`src/core/vfmc_map.vh`:
```
// Register map and field positions for the video forwarding mode control block.
// Assumes an AHB-Lite slave with one 32-bit word per register.
`ifndef VFMC_MAP_VH
`define VFMC_MAP_VH
// Register indices; byte address is four times the index
`define VFMC_IDX_FWD_SELECT   8'h20
`define VFMC_IDX_MODE_CTRL    8'h21
`define VFMC_IDX_FWD_STATUS   8'h22
`define VFMC_IDX_IRQ_STATUS   8'h23
`define VFMC_IDX_IRQ_ENABLE   8'h24
`define VFMC_IDX_IRQ_CLEAR    8'h25
// Reset values
`define VFMC_RST_FWD_SELECT   8'hf0
`define VFMC_RST_MODE_CTRL    8'h03
// Mode control fields
`define VFMC_BIT_REPLICATE    7
`define VFMC_BIT_SEND_READY   6
`define VFMC_OUT1_SYNC_HI     5
`define VFMC_OUT1_SYNC_LO     4
`define VFMC_OUT0_SYNC_HI     3
`define VFMC_OUT0_SYNC_LO     2
`define VFMC_BIT_OUT1_RR      1
`define VFMC_BIT_OUT0_RR      0
// Sync mode encodings
`define VFMC_SYNC_OFF         2'h0
`define VFMC_SYNC_BASIC       2'h1
`define VFMC_SYNC_INTERLEAVE  2'h2
`define VFMC_SYNC_CONCAT      2'h3
// Forward select fields: disables at 7:4, output select at 3:0
`define VFMC_FWD_DIS_LO       4
`endif

```
`src/core/vfmc_forward_ctrl.v`:
```
// Forwarding mode control: register file and per-output forwarding engines, four receive ports, two outputs.
// Assumes each receive buffer presents line_avail/line_is_sync and accepts line_take; outputs ack each send.
`timescale 1ns/10ps
`include "vfmc_map.vh"
module vfmc_forward_ctrl #(
  parameter NPORT = 4,
  parameter DW    = 32
) (
  // Clock and reset
  input  wire              hclk,
  input  wire              hresetn,
  // AHB-Lite slave
  input  wire              hsel,
  input  wire [31:0]       haddr,
  input  wire [1:0]        htrans,
  input  wire              hwrite,
  input  wire [2:0]        hsize,
  input  wire [31:0]       hwdata,
  input  wire              hready,
  output wire [31:0]       hrdata,
  output wire              hreadyout,
  output wire              hresp,
  // Receive port buffers
  input  wire [NPORT-1:0]  line_avail,
  input  wire [NPORT-1:0]  line_is_sync,
  input  wire [NPORT*DW-1:0] line_data,
  output reg  [NPORT-1:0]  line_take,
  // Output ports
  output reg  [1:0]        out_valid,
  output reg  [1:0]        out_first,
  output reg  [1:0]        out_last,
  output reg  [2*DW-1:0]   out_data,
  input  wire [1:0]        out_ack,
  input  wire [1:0]        frame_end,
  // Interrupt
  output wire              irq
);

  reg  [7:0]       fwd_select;
  reg  [7:0]       forwarding_mode_control;
  reg  [1:0]       out_sync_failure_flag;
  reg  [1:0]       out_sync_locked;
  reg  [1:0]       frame_good;
  reg  [3:0]       irq_status;
  reg  [3:0]       irq_enable;
  reg              dph_write;
  reg              dph_read;
  reg  [7:0]       dph_idx;
  reg  [7:0]       rd_word;
  reg  [7:0]       rd_hold;
  reg  [1:0]       rr_ptr [0:1];
  reg  [1:0]       cur_port [0:1];
  reg  [1:0]       busy;
  reg  [3:0]       pend [0:1];
  reg  [3:0]       sent_mask [0:1];
  reg  [1:0]       g_out_lock_q;

  wire       replicate  = forwarding_mode_control[`VFMC_BIT_REPLICATE];
  wire       send_ready = forwarding_mode_control[`VFMC_BIT_SEND_READY];
  wire [1:0] sync_mode0 = forwarding_mode_control[`VFMC_OUT0_SYNC_HI:`VFMC_OUT0_SYNC_LO];
  wire [1:0] sync_mode1 = forwarding_mode_control[`VFMC_OUT1_SYNC_HI:`VFMC_OUT1_SYNC_LO];
  wire [1:0] rr_en      = {forwarding_mode_control[`VFMC_BIT_OUT1_RR], forwarding_mode_control[`VFMC_BIT_OUT0_RR]};
  wire       addr_ok    = hsel & hready & htrans[1];
  wire       rd_clear   = dph_read & (dph_idx == `VFMC_IDX_FWD_STATUS);

  assign hreadyout = 1'b1;
  assign hresp     = 1'b0;
  assign hrdata    = {24'h000000, rd_hold};
  assign irq       = |(irq_status & irq_enable);

  // Bus: writes land in the data phase; reads are presented with zero wait states
  always @(posedge hclk or negedge hresetn)
  begin
    if (!hresetn)
    begin
      dph_write <= 1'b0;
      dph_read  <= 1'b0;
      dph_idx   <= 8'h00;
    end
    else
    begin
      dph_write <= addr_ok & hwrite;
      dph_read  <= addr_ok & ~hwrite;
      dph_idx   <= haddr[9:2];
    end
  end

  always @*
  begin
    rd_word = 8'h00;
    if (addr_ok & ~hwrite)
    begin
      case (haddr[9:2])
        `VFMC_IDX_FWD_SELECT: rd_word = fwd_select;
        `VFMC_IDX_MODE_CTRL:  rd_word = forwarding_mode_control;
        `VFMC_IDX_FWD_STATUS: rd_word = {4'h0, out_sync_failure_flag, out_sync_locked};
        `VFMC_IDX_IRQ_STATUS: rd_word = {4'h0, irq_status};
        `VFMC_IDX_IRQ_ENABLE: rd_word = {4'h0, irq_enable};
        default:              rd_word = 8'h00;
      endcase
    end
  end

  // Read data must stand during the data phase, so latch the address-phase decode
  always @(posedge hclk or negedge hresetn)
  begin
    if (!hresetn)
      rd_hold <= 8'h00;
    else
      rd_hold <= rd_word;
  end

  always @(posedge hclk or negedge hresetn)
  begin
    if (!hresetn)
    begin
      fwd_select              <= `VFMC_RST_FWD_SELECT;
      forwarding_mode_control <= `VFMC_RST_MODE_CTRL;
      irq_enable              <= 4'h0;
    end
    else if (dph_write)
    begin
      case (dph_idx)
        `VFMC_IDX_FWD_SELECT: fwd_select <= hwdata[7:0];
        `VFMC_IDX_MODE_CTRL:  forwarding_mode_control <= hwdata[7:0];
        `VFMC_IDX_IRQ_ENABLE: irq_enable <= hwdata[3:0];
        default:              irq_enable <= irq_enable;
      endcase
    end
  end

  // Per-output engines
  genvar o;
  generate
    for (o = 0; o < 2; o = o + 1)
    begin : g_out
      wire [1:0] smode   = (o == 0) ? sync_mode0 : sync_mode1;
      wire       sync_on = (smode != `VFMC_SYNC_OFF);
      wire [3:0] enabled;
      genvar p;
      for (p = 0; p < NPORT; p = p + 1)
      begin : g_map
        // Replicate mode feeds output 1 from output 0's engine alone
        assign enabled[p] = ~fwd_select[`VFMC_FWD_DIS_LO + p] & (fwd_select[p] == o[0]) & ~(o == 1 & replicate);
      end
      wire [3:0] ready     = enabled & line_avail;
      wire       all_ready = (ready == enabled) & (enabled != 4'h0);
      wire       any_sync  = |(ready & line_is_sync);
      // Send-when-ready relaxes only long packets, never in concat mode
      wire       relax     = send_ready & (smode != `VFMC_SYNC_CONCAT) & ~any_sync;
      reg  [1:0] pick;
      reg        found;
      reg  [3:0] cand;
      reg  [1:0] base;
      integer    k;

      // Round-robin scans after the last served port; a sync round goes in port order
      always @*
      begin
        pick  = 2'h0;
        found = 1'b0;
        cand  = rr_en[o] ? ready : (relax ? ready & ~sent_mask[o] : pend[o] & ready);
        base  = rr_en[o] ? rr_ptr[o] + 2'h1 : 2'h0;
        for (k = 0; k < 4; k = k + 1)
        begin
          if (cand[(base + k[1:0]) & 2'h3] & ~found)
          begin
            pick  = (base + k[1:0]) & 2'h3;
            found = 1'b1;
          end
        end
      end

      always @(posedge hclk or negedge hresetn)
      begin
        if (!hresetn)
        begin
          rr_ptr[o]    <= 2'h3;
          cur_port[o]  <= 2'h0;
          busy[o]      <= 1'b0;
          pend[o]      <= 4'h0;
          sent_mask[o] <= 4'h0;
          out_sync_locked[o] <= 1'b0;
          frame_good[o] <= 1'b0;
        end
        else
        begin
          out_sync_locked[o] <= sync_on & ~rr_en[o] & all_ready;
          if (!sync_on)
            frame_good[o] <= 1'b0;
          else if (frame_end[o] & out_sync_locked[o])
            frame_good[o] <= 1'b1;
          if (busy[o])
          begin
            if (out_ack[o])
            begin
              busy[o] <= 1'b0;
              rr_ptr[o] <= cur_port[o];
              pend[o] <= pend[o] & ~(4'h1 << cur_port[o]);
              sent_mask[o] <= ((sent_mask[o] | (4'h1 << cur_port[o])) == enabled) ? 4'h0
                              : (sent_mask[o] | (4'h1 << cur_port[o]));
            end
          end
          else if (rr_en[o] & found)
          begin
            busy[o] <= 1'b1;
            cur_port[o] <= pick;
          end
          else if (sync_on & ~rr_en[o])
          begin
            if (pend[o] == 4'h0 & all_ready & ~relax)
              pend[o] <= enabled;
            else if (found)
            begin
              busy[o] <= 1'b1;
              cur_port[o] <= pick;
            end
          end
        end
      end

      // Concat mode without round-robin: one packet spanning the set; otherwise one packet per line
      wire own_first = busy[o] & ((smode != `VFMC_SYNC_CONCAT) | rr_en[o] | (pend[o] == enabled));
      wire own_last  = busy[o] & ((smode != `VFMC_SYNC_CONCAT) | rr_en[o] |
                                  ((pend[o] & ~(4'h1 << cur_port[o])) == 4'h0));
    end
  endgenerate

  // Replicate mirrors output 0's framing onto output 1
  always @*
  begin
    out_valid = {replicate ? busy[0] : busy[1], busy[0]};
    out_first = {replicate ? g_out[0].own_first : g_out[1].own_first, g_out[0].own_first};
    out_last  = {replicate ? g_out[0].own_last : g_out[1].own_last, g_out[0].own_last};
  end

  // Data path and line acknowledge back to the receive buffers
  integer q;
  always @*
  begin
    line_take = 4'h0;
    for (q = 0; q < NPORT; q = q + 1)
    begin
      if ((busy[0] & out_ack[0] & cur_port[0] == q[1:0]) | (busy[1] & out_ack[1] & cur_port[1] == q[1:0]))
        line_take[q] = 1'b1;
    end
    out_data[DW-1:0]    = line_data[cur_port[0]*DW +: DW];
    out_data[2*DW-1:DW] = replicate ? line_data[cur_port[0]*DW +: DW]
                                    : line_data[cur_port[1]*DW +: DW];
  end

  // Failure: lock lost mid-stream after a good frame; set wins over clear-on-read
  wire [1:0] fail_evt = frame_good & out_sync_locked & ~{g_out[1].all_ready, g_out[0].all_ready};
  always @(posedge hclk or negedge hresetn)
  begin
    if (!hresetn)
    begin
      out_sync_failure_flag <= 2'h0;
      irq_status            <= 4'h0;
    end
    else
    begin
      out_sync_failure_flag <= (rd_clear ? 2'h0 : out_sync_failure_flag) | fail_evt;
      irq_status <= ((dph_write & dph_idx == `VFMC_IDX_IRQ_CLEAR) ? irq_status & ~hwdata[3:0] : irq_status)
                    | {fail_evt, out_sync_locked & ~g_out_lock_q};
    end
  end

  always @(posedge hclk or negedge hresetn)
  begin
    if (!hresetn)
      g_out_lock_q <= 2'h0;
    else
      g_out_lock_q <= out_sync_locked;
  end

endmodule

```
`config.mk`:
```
export PLATFORM = sky130hd
export DESIGN_NAME = vfmc_forward_ctrl
export DESIGN_NICKNAME = d
export VERILOG_FILES = /design/src/core/vfmc_forward_ctrl.v
export VERILOG_INCLUDE_DIRS = /design/src /design/src/core
export SDC_FILE = /design/constraint.sdc
export NUM_CORES = 1
export LEC_CHECK = 0
export BUFFER_PORTS_ARGS = -buffer_cell sky130_fd_sc_hd__buf_2
export CORE_AREA = 2 2 126 128
export CTS_CLUSTER_DIAMETER = 80
export DETAILED_ROUTE_END_ITERATION = 10
export DIE_AREA = 0 0 128 130
export GPL_ROUTABILITY_DRIVEN = 0
export PLACE_DENSITY = 0.75
export SLEW_MARGIN = 20
export SYNTH_ARGS = -nofsm -noshare
export SYNTH_HDL_FRONTEND = slang
export SYNTH_SLANG_ARGS = --single-unit
```
`constraint.sdc`:
```
create_clock -name hclk -period 3.1 [get_ports hclk]
set_clock_uncertainty 0.1 [all_clocks]
set_input_delay 0.31 -clock hclk [delete_from_list [all_inputs] [get_ports hclk]]
set_output_delay 0.31 -clock hclk [all_outputs]
set_load 0.03 [all_outputs]
```
Yosys cells after proc, flatten, opt, wreduce, memory -nomap -nowiden

Cells that the tools add are included.

Register bits: 76
Bits of input ports: 214
Output and inout port bits: 109

Add/subtract/negate cells: 8
Magnitude comparators: 8
Equal/unequal tests: 32
Shifts and indexed selects: 4
Multiplexer cells: 86
Bitwise logic cells: 116
Reductions and logical operators: 30

Operator list:

| operator                                                                     | number |
|---|---|
| 128-bit by 8-bit indexed part select with 32-bit output                      | 2 |
| 8-bit by 6-bit == test with 1-bit output, second input constant              | 10 |
| 4-bit two-way mux                                                            | 17 |
| 1-bit bitwise AND                                                            | 56 |
| 4-bit bitwise AND                                                            | 12 |
| 8-bit case mux with 5 select lines                                           | 1 |
| 1-bit two-way mux                                                            | 39 |
| 2-bit two-way mux                                                            | 19 |
| 32-bit two-way mux                                                           | 1 |
| 4-bit == test                                                                | 6 |
| 2-bit by 3-bit less-than comparator with 1-bit output, second input constant | 8 |
| 1-bit inverter                                                               | 24 |
| 4-bit inverter                                                               | 5 |
| 2-bit nonzero test                                                           | 10 |
| 1-bit binary-select mux with 2-bit select                                    | 8 |
| 4-bit logical NOT                                                            | 4 |
| 2-bit inequality test, second input constant                                 | 8 |
| 4-bit AND reduction                                                          | 4 |
| 4-bit OR                                                                     | 3 |
| 4-bit OR reduction                                                           | 3 |
| 1-bit OR                                                                     | 10 |
| 2-bit AND reduction                                                          | 5 |
| 2-bit by 1-bit adder with 2-bit output, second input constant                | 4 |
| 2-bit adder, second input constant                                           | 4 |
| 10 further kinds                                                             | 21 |

Longest topological paths before layout

Word-level depth: 27
Mapped depth: 9

Worst setup path before layout

OpenSTA, ideal clock, no wires.

Path type: register to output
Start: reg cur_port[2] (netlist bit)
End: out out_data[32]
Data arrival time: 2.176 ns
Setup slack: 0.514 ns
Cell stages (with the launch flop): 5
Cell sequence: dfrtp_1 > clkbuf_1 > buf_1 > mux4_2 > mux2_2

Longest elaborated chain between the ends: 2

RTL lines:

| item                                                    | RTL line                | RTL |
|---|---|---|
| start: declaration                                      | vfmc_forward_ctrl.v:52  | `reg [1:0] cur_port [0:1];` |
| start signal: indexed assignment                        | vfmc_forward_ctrl.v:207 | `cur_port[o] <= pick;` |
| start signal: indexed assignment                        | vfmc_forward_ctrl.v:216 | `cur_port[o] <= pick;` |
| 128-bit by 8-bit indexed part select with 32-bit output | -                       |  |
| via out_data[0]                                         | vfmc_forward_ctrl.v:32  | `output reg [2*DW-1:0] out_data,` |
| 32-bit two-way mux                                      | vfmc_forward_ctrl.v:248 | `out_data[2*DW-1:DW] = replicate ? line_data[cur_port[0]*DW +: DW]` |
| end: declaration                                        | vfmc_forward_ctrl.v:32  |  |

The timed path passes the listed nets, and every way through them passes these cells.

Final worst setup path

Start: reg cur_port[2] (netlist bit)
End: out out_data[44]

Longest elaborated chain between the ends: 2

RTL lines:

| item                                                    | RTL line |
|---|---|
| 128-bit by 8-bit indexed part select with 32-bit output | vfmc_forward_ctrl.v:248 |
| 32-bit two-way mux                                      | vfmc_forward_ctrl.v:248 |

Every way passes these cells.

==> impl_metrics.toml <==
[outcome]
status = "finished clean"

[timing]
post-route-min-period_ps = 2858
final-setup-viol-count = 0
slew_headroom_pct = 50.66
rsz0062_at_grt = "no"
hold_viol = 0
fmax_mhz = 349.9
finalSetupTns_ps = 0
worst_pin_slew_ps = 733.3
post-route-period-util_pct = 92.18
maxSlewViolCount = 0

[floorplan]
pin_count = 323
start_util_pct = 44.07
die-area_mm2 = 0.01664
dieHeight_um = 130
num_rows = 46
die_w_um = 128
design.core.area_mm2 = 0.01542

[synthesis]
synthSimpleGateAreaFrac_pct = 15.09
synth_mux_area_share_pct = 32.47
syn_area_mm2 = 0.006798
yosysTopAreaCell = "dfrtp_1"
avgSynthCellArea_um2 = 10.57
ys_warn_count = 0
synth_top_family_by_area = "multiplexers"
synth_xor_area_share_pct = 1.417
synth_area_leaders = "dfrtp_1 24%, mux4_2 21%, mux2_2 9.8%"
synth-adder-area-share_pct = 0
yosysMostFrequentCell = "dfrtp_1"
yosys.cell_types.count = 88
synth_seq_cells = 76
synth_top_area_share_pct = 24.30
netlist_top_cells_count = "66 x dfrtp_1, 64 x mux4_2, 59 x mux2_2"
async_flop_share_pct = 100.0
synth-compound-area-share_pct = 15.61
synth_cells = 643
synth-edff-count = 0
ys_seq_area_share_pct = 28.16
synth_flop_cell = "dfrtp_1"

[place]
io_buffers = 244
placed_area_mm2 = 0.008056
hpwl_mm = 18.56

[critical_path]
critPathRequiredTime_ps = 2690
rrSetupSlack_ps = 300
crit_type = "register to output pin"
arrival_ps = 2450
start_kind = "register"
path_max_fanout = 24
end_kind = "output pin"

[grt]
grt_pass1_vias = 6347
antenna_found_initial = 11
grt_pass1_wl_mm = 34.96
overflow = 0
grt_max_degree = 46
grt_use_total_pct = 27.34

[routing]
first_pass_iters = 6
vias = 6511
routed_via_density = 6.079
drt_iter0_drc = 555
ant_nets = 0
drt-wirelength-per-cell_um = 22.01
wl_mm = 23.58
drc = 0

[cts]
cts_tree = "yes"
cts_buffer_depth = 2
cts_setup_buffers = 0
htree_levels = 3
clk_latency_ps = 340
ctsResizeCount = 0
clkTransAtPathRegs_ps = 60
hold_buffers = 6
cts_inserted_buffers = 9
root_buffer = "clkbuf_16"
clkSinkCount = 76

[final_layout]
layout.nets = 1078
final_area_mm2 = 0.008452
fillers = 1404
drive_gt1_share_pct = 50.52
syn2layout_area_growth_pct = 24.33

[power_and_ir_drop]
power.total_mw = 5.453
peakVddDrop_mv = 0.3127
p_leak_nw = 3.764
power_density_mw_per_mm2 = 645.1

[flow_run]
cap_viol_max_count = 0

[min_path]
min_path_type = "primary input to register"
per-stage QoR:
step                      hold WS (ps)  util (%)  std cells  setup slack (ps)
after floorplan                 -85.59         -        667             513.9
after global placement           279.8     52.23       1039             384.1
after detailed placement         287.4     52.23       1039             368.4
after CTS                        49.49     54.63       1061             169.3
after global routing             59.10     54.76       1069             89.06
final                            54.79     54.79       1071             242.4
worst max-delay path: stages, from the launching register on:
cell     delay (ps)
dfrtp_2         800
buf_12          270
mux4_2          570
mux2_2          290
buf_2           180
cells in the final DEF, fill, tap and decap left out, drive strengths merged, types with 5 or more instances in the layout:
cell,n
a21oi,23
mux2i,6
nand2,41
nor4,5
a22oi,12
o21ai,35
or3b,5
a21o,8
xnor2,8
inv,19
nor3,17
nand2b,11
a31oi,8
mux2,60
dlygate4sd3,6
conb,26
clkbuf,10
mux4,65
and2,6
o22ai,6
dfrtp,66
nand4bb,5
dfstp,10
nor2,48
o211ai,5
diode,10
nor3b,5
buf,257
per-layer routing:
metal / GRT usage [%] / wire, um / share of wire [%] / up-vias
met5: 0 / 41 / 0.17 / -
met4: 13.83 / 1096 / 4.6 / 6
met3: 7.790 / 2075 / 8.8 / 78
met2: 46.08 / 11630 / 49 / 361
met1: 32.16 / 8735 / 37 / 3171
li1: - / - / - / 2895
state kept, by name (all words and copies together) (netlist names), 4 cells and up:
name,cells
cur_port,4
fwd_select,8
rd_hold,8
forwarding_mode_control,8
dph_idx,8
sent_mask,8
rr_ptr,4
irq_status,4
irq_enable,4
pend,8
path summary, 6_finish.rpt:
check | startpoint | to | cells after the start
worst max-delay path | cur_port[2] | out_data[44] | 4
worst min register to register | g_out_lock_q[0] | irq_status[0] | 1
worst min-delay path | hwrite | dph_read | 2
worst max register to register | fwd_select[3] | pend[1] | 7
min in group asynchronous | hresetn | forwarding_mode_control[5] | 3
max in group asynchronous | hresetn | forwarding_mode_control[7] | 3
cell type report:
class                           count  area [um2]  share of cell area [%]
Sequential cell                    76        1921                   22.72
Clock inverter                      6       71.32                  0.8438
Multi-Input combinational cell    497        4488                   53.10
Inverter                           17       63.81                  0.7550
Antenna cell                       10       25.02                  0.2961
Tap cell                          192       240.2                   2.842
Timing Repair Buffer              263        1404                   16.61
Clock buffer                       10       239.0                   2.828
cells by family after synthesis:
logic type,Yosys count
and+or+nand+nor,184
other,2
buffers and inverters,94
muxes,131
DFF,76
xor gates and xnor gates,11
AOI/OAI and AO/OA,145
power breakdown:
part	internal, mW	leakage [nW]	switching, mW	total [mW]
Combinational	1.30	2.68	1.79	3.08
Sequential	1.09	0.941	0.192	1.28
Clock	0.653	0.146	0.437	1.09
No activity file was read; power rests on OpenSTA's default activity.
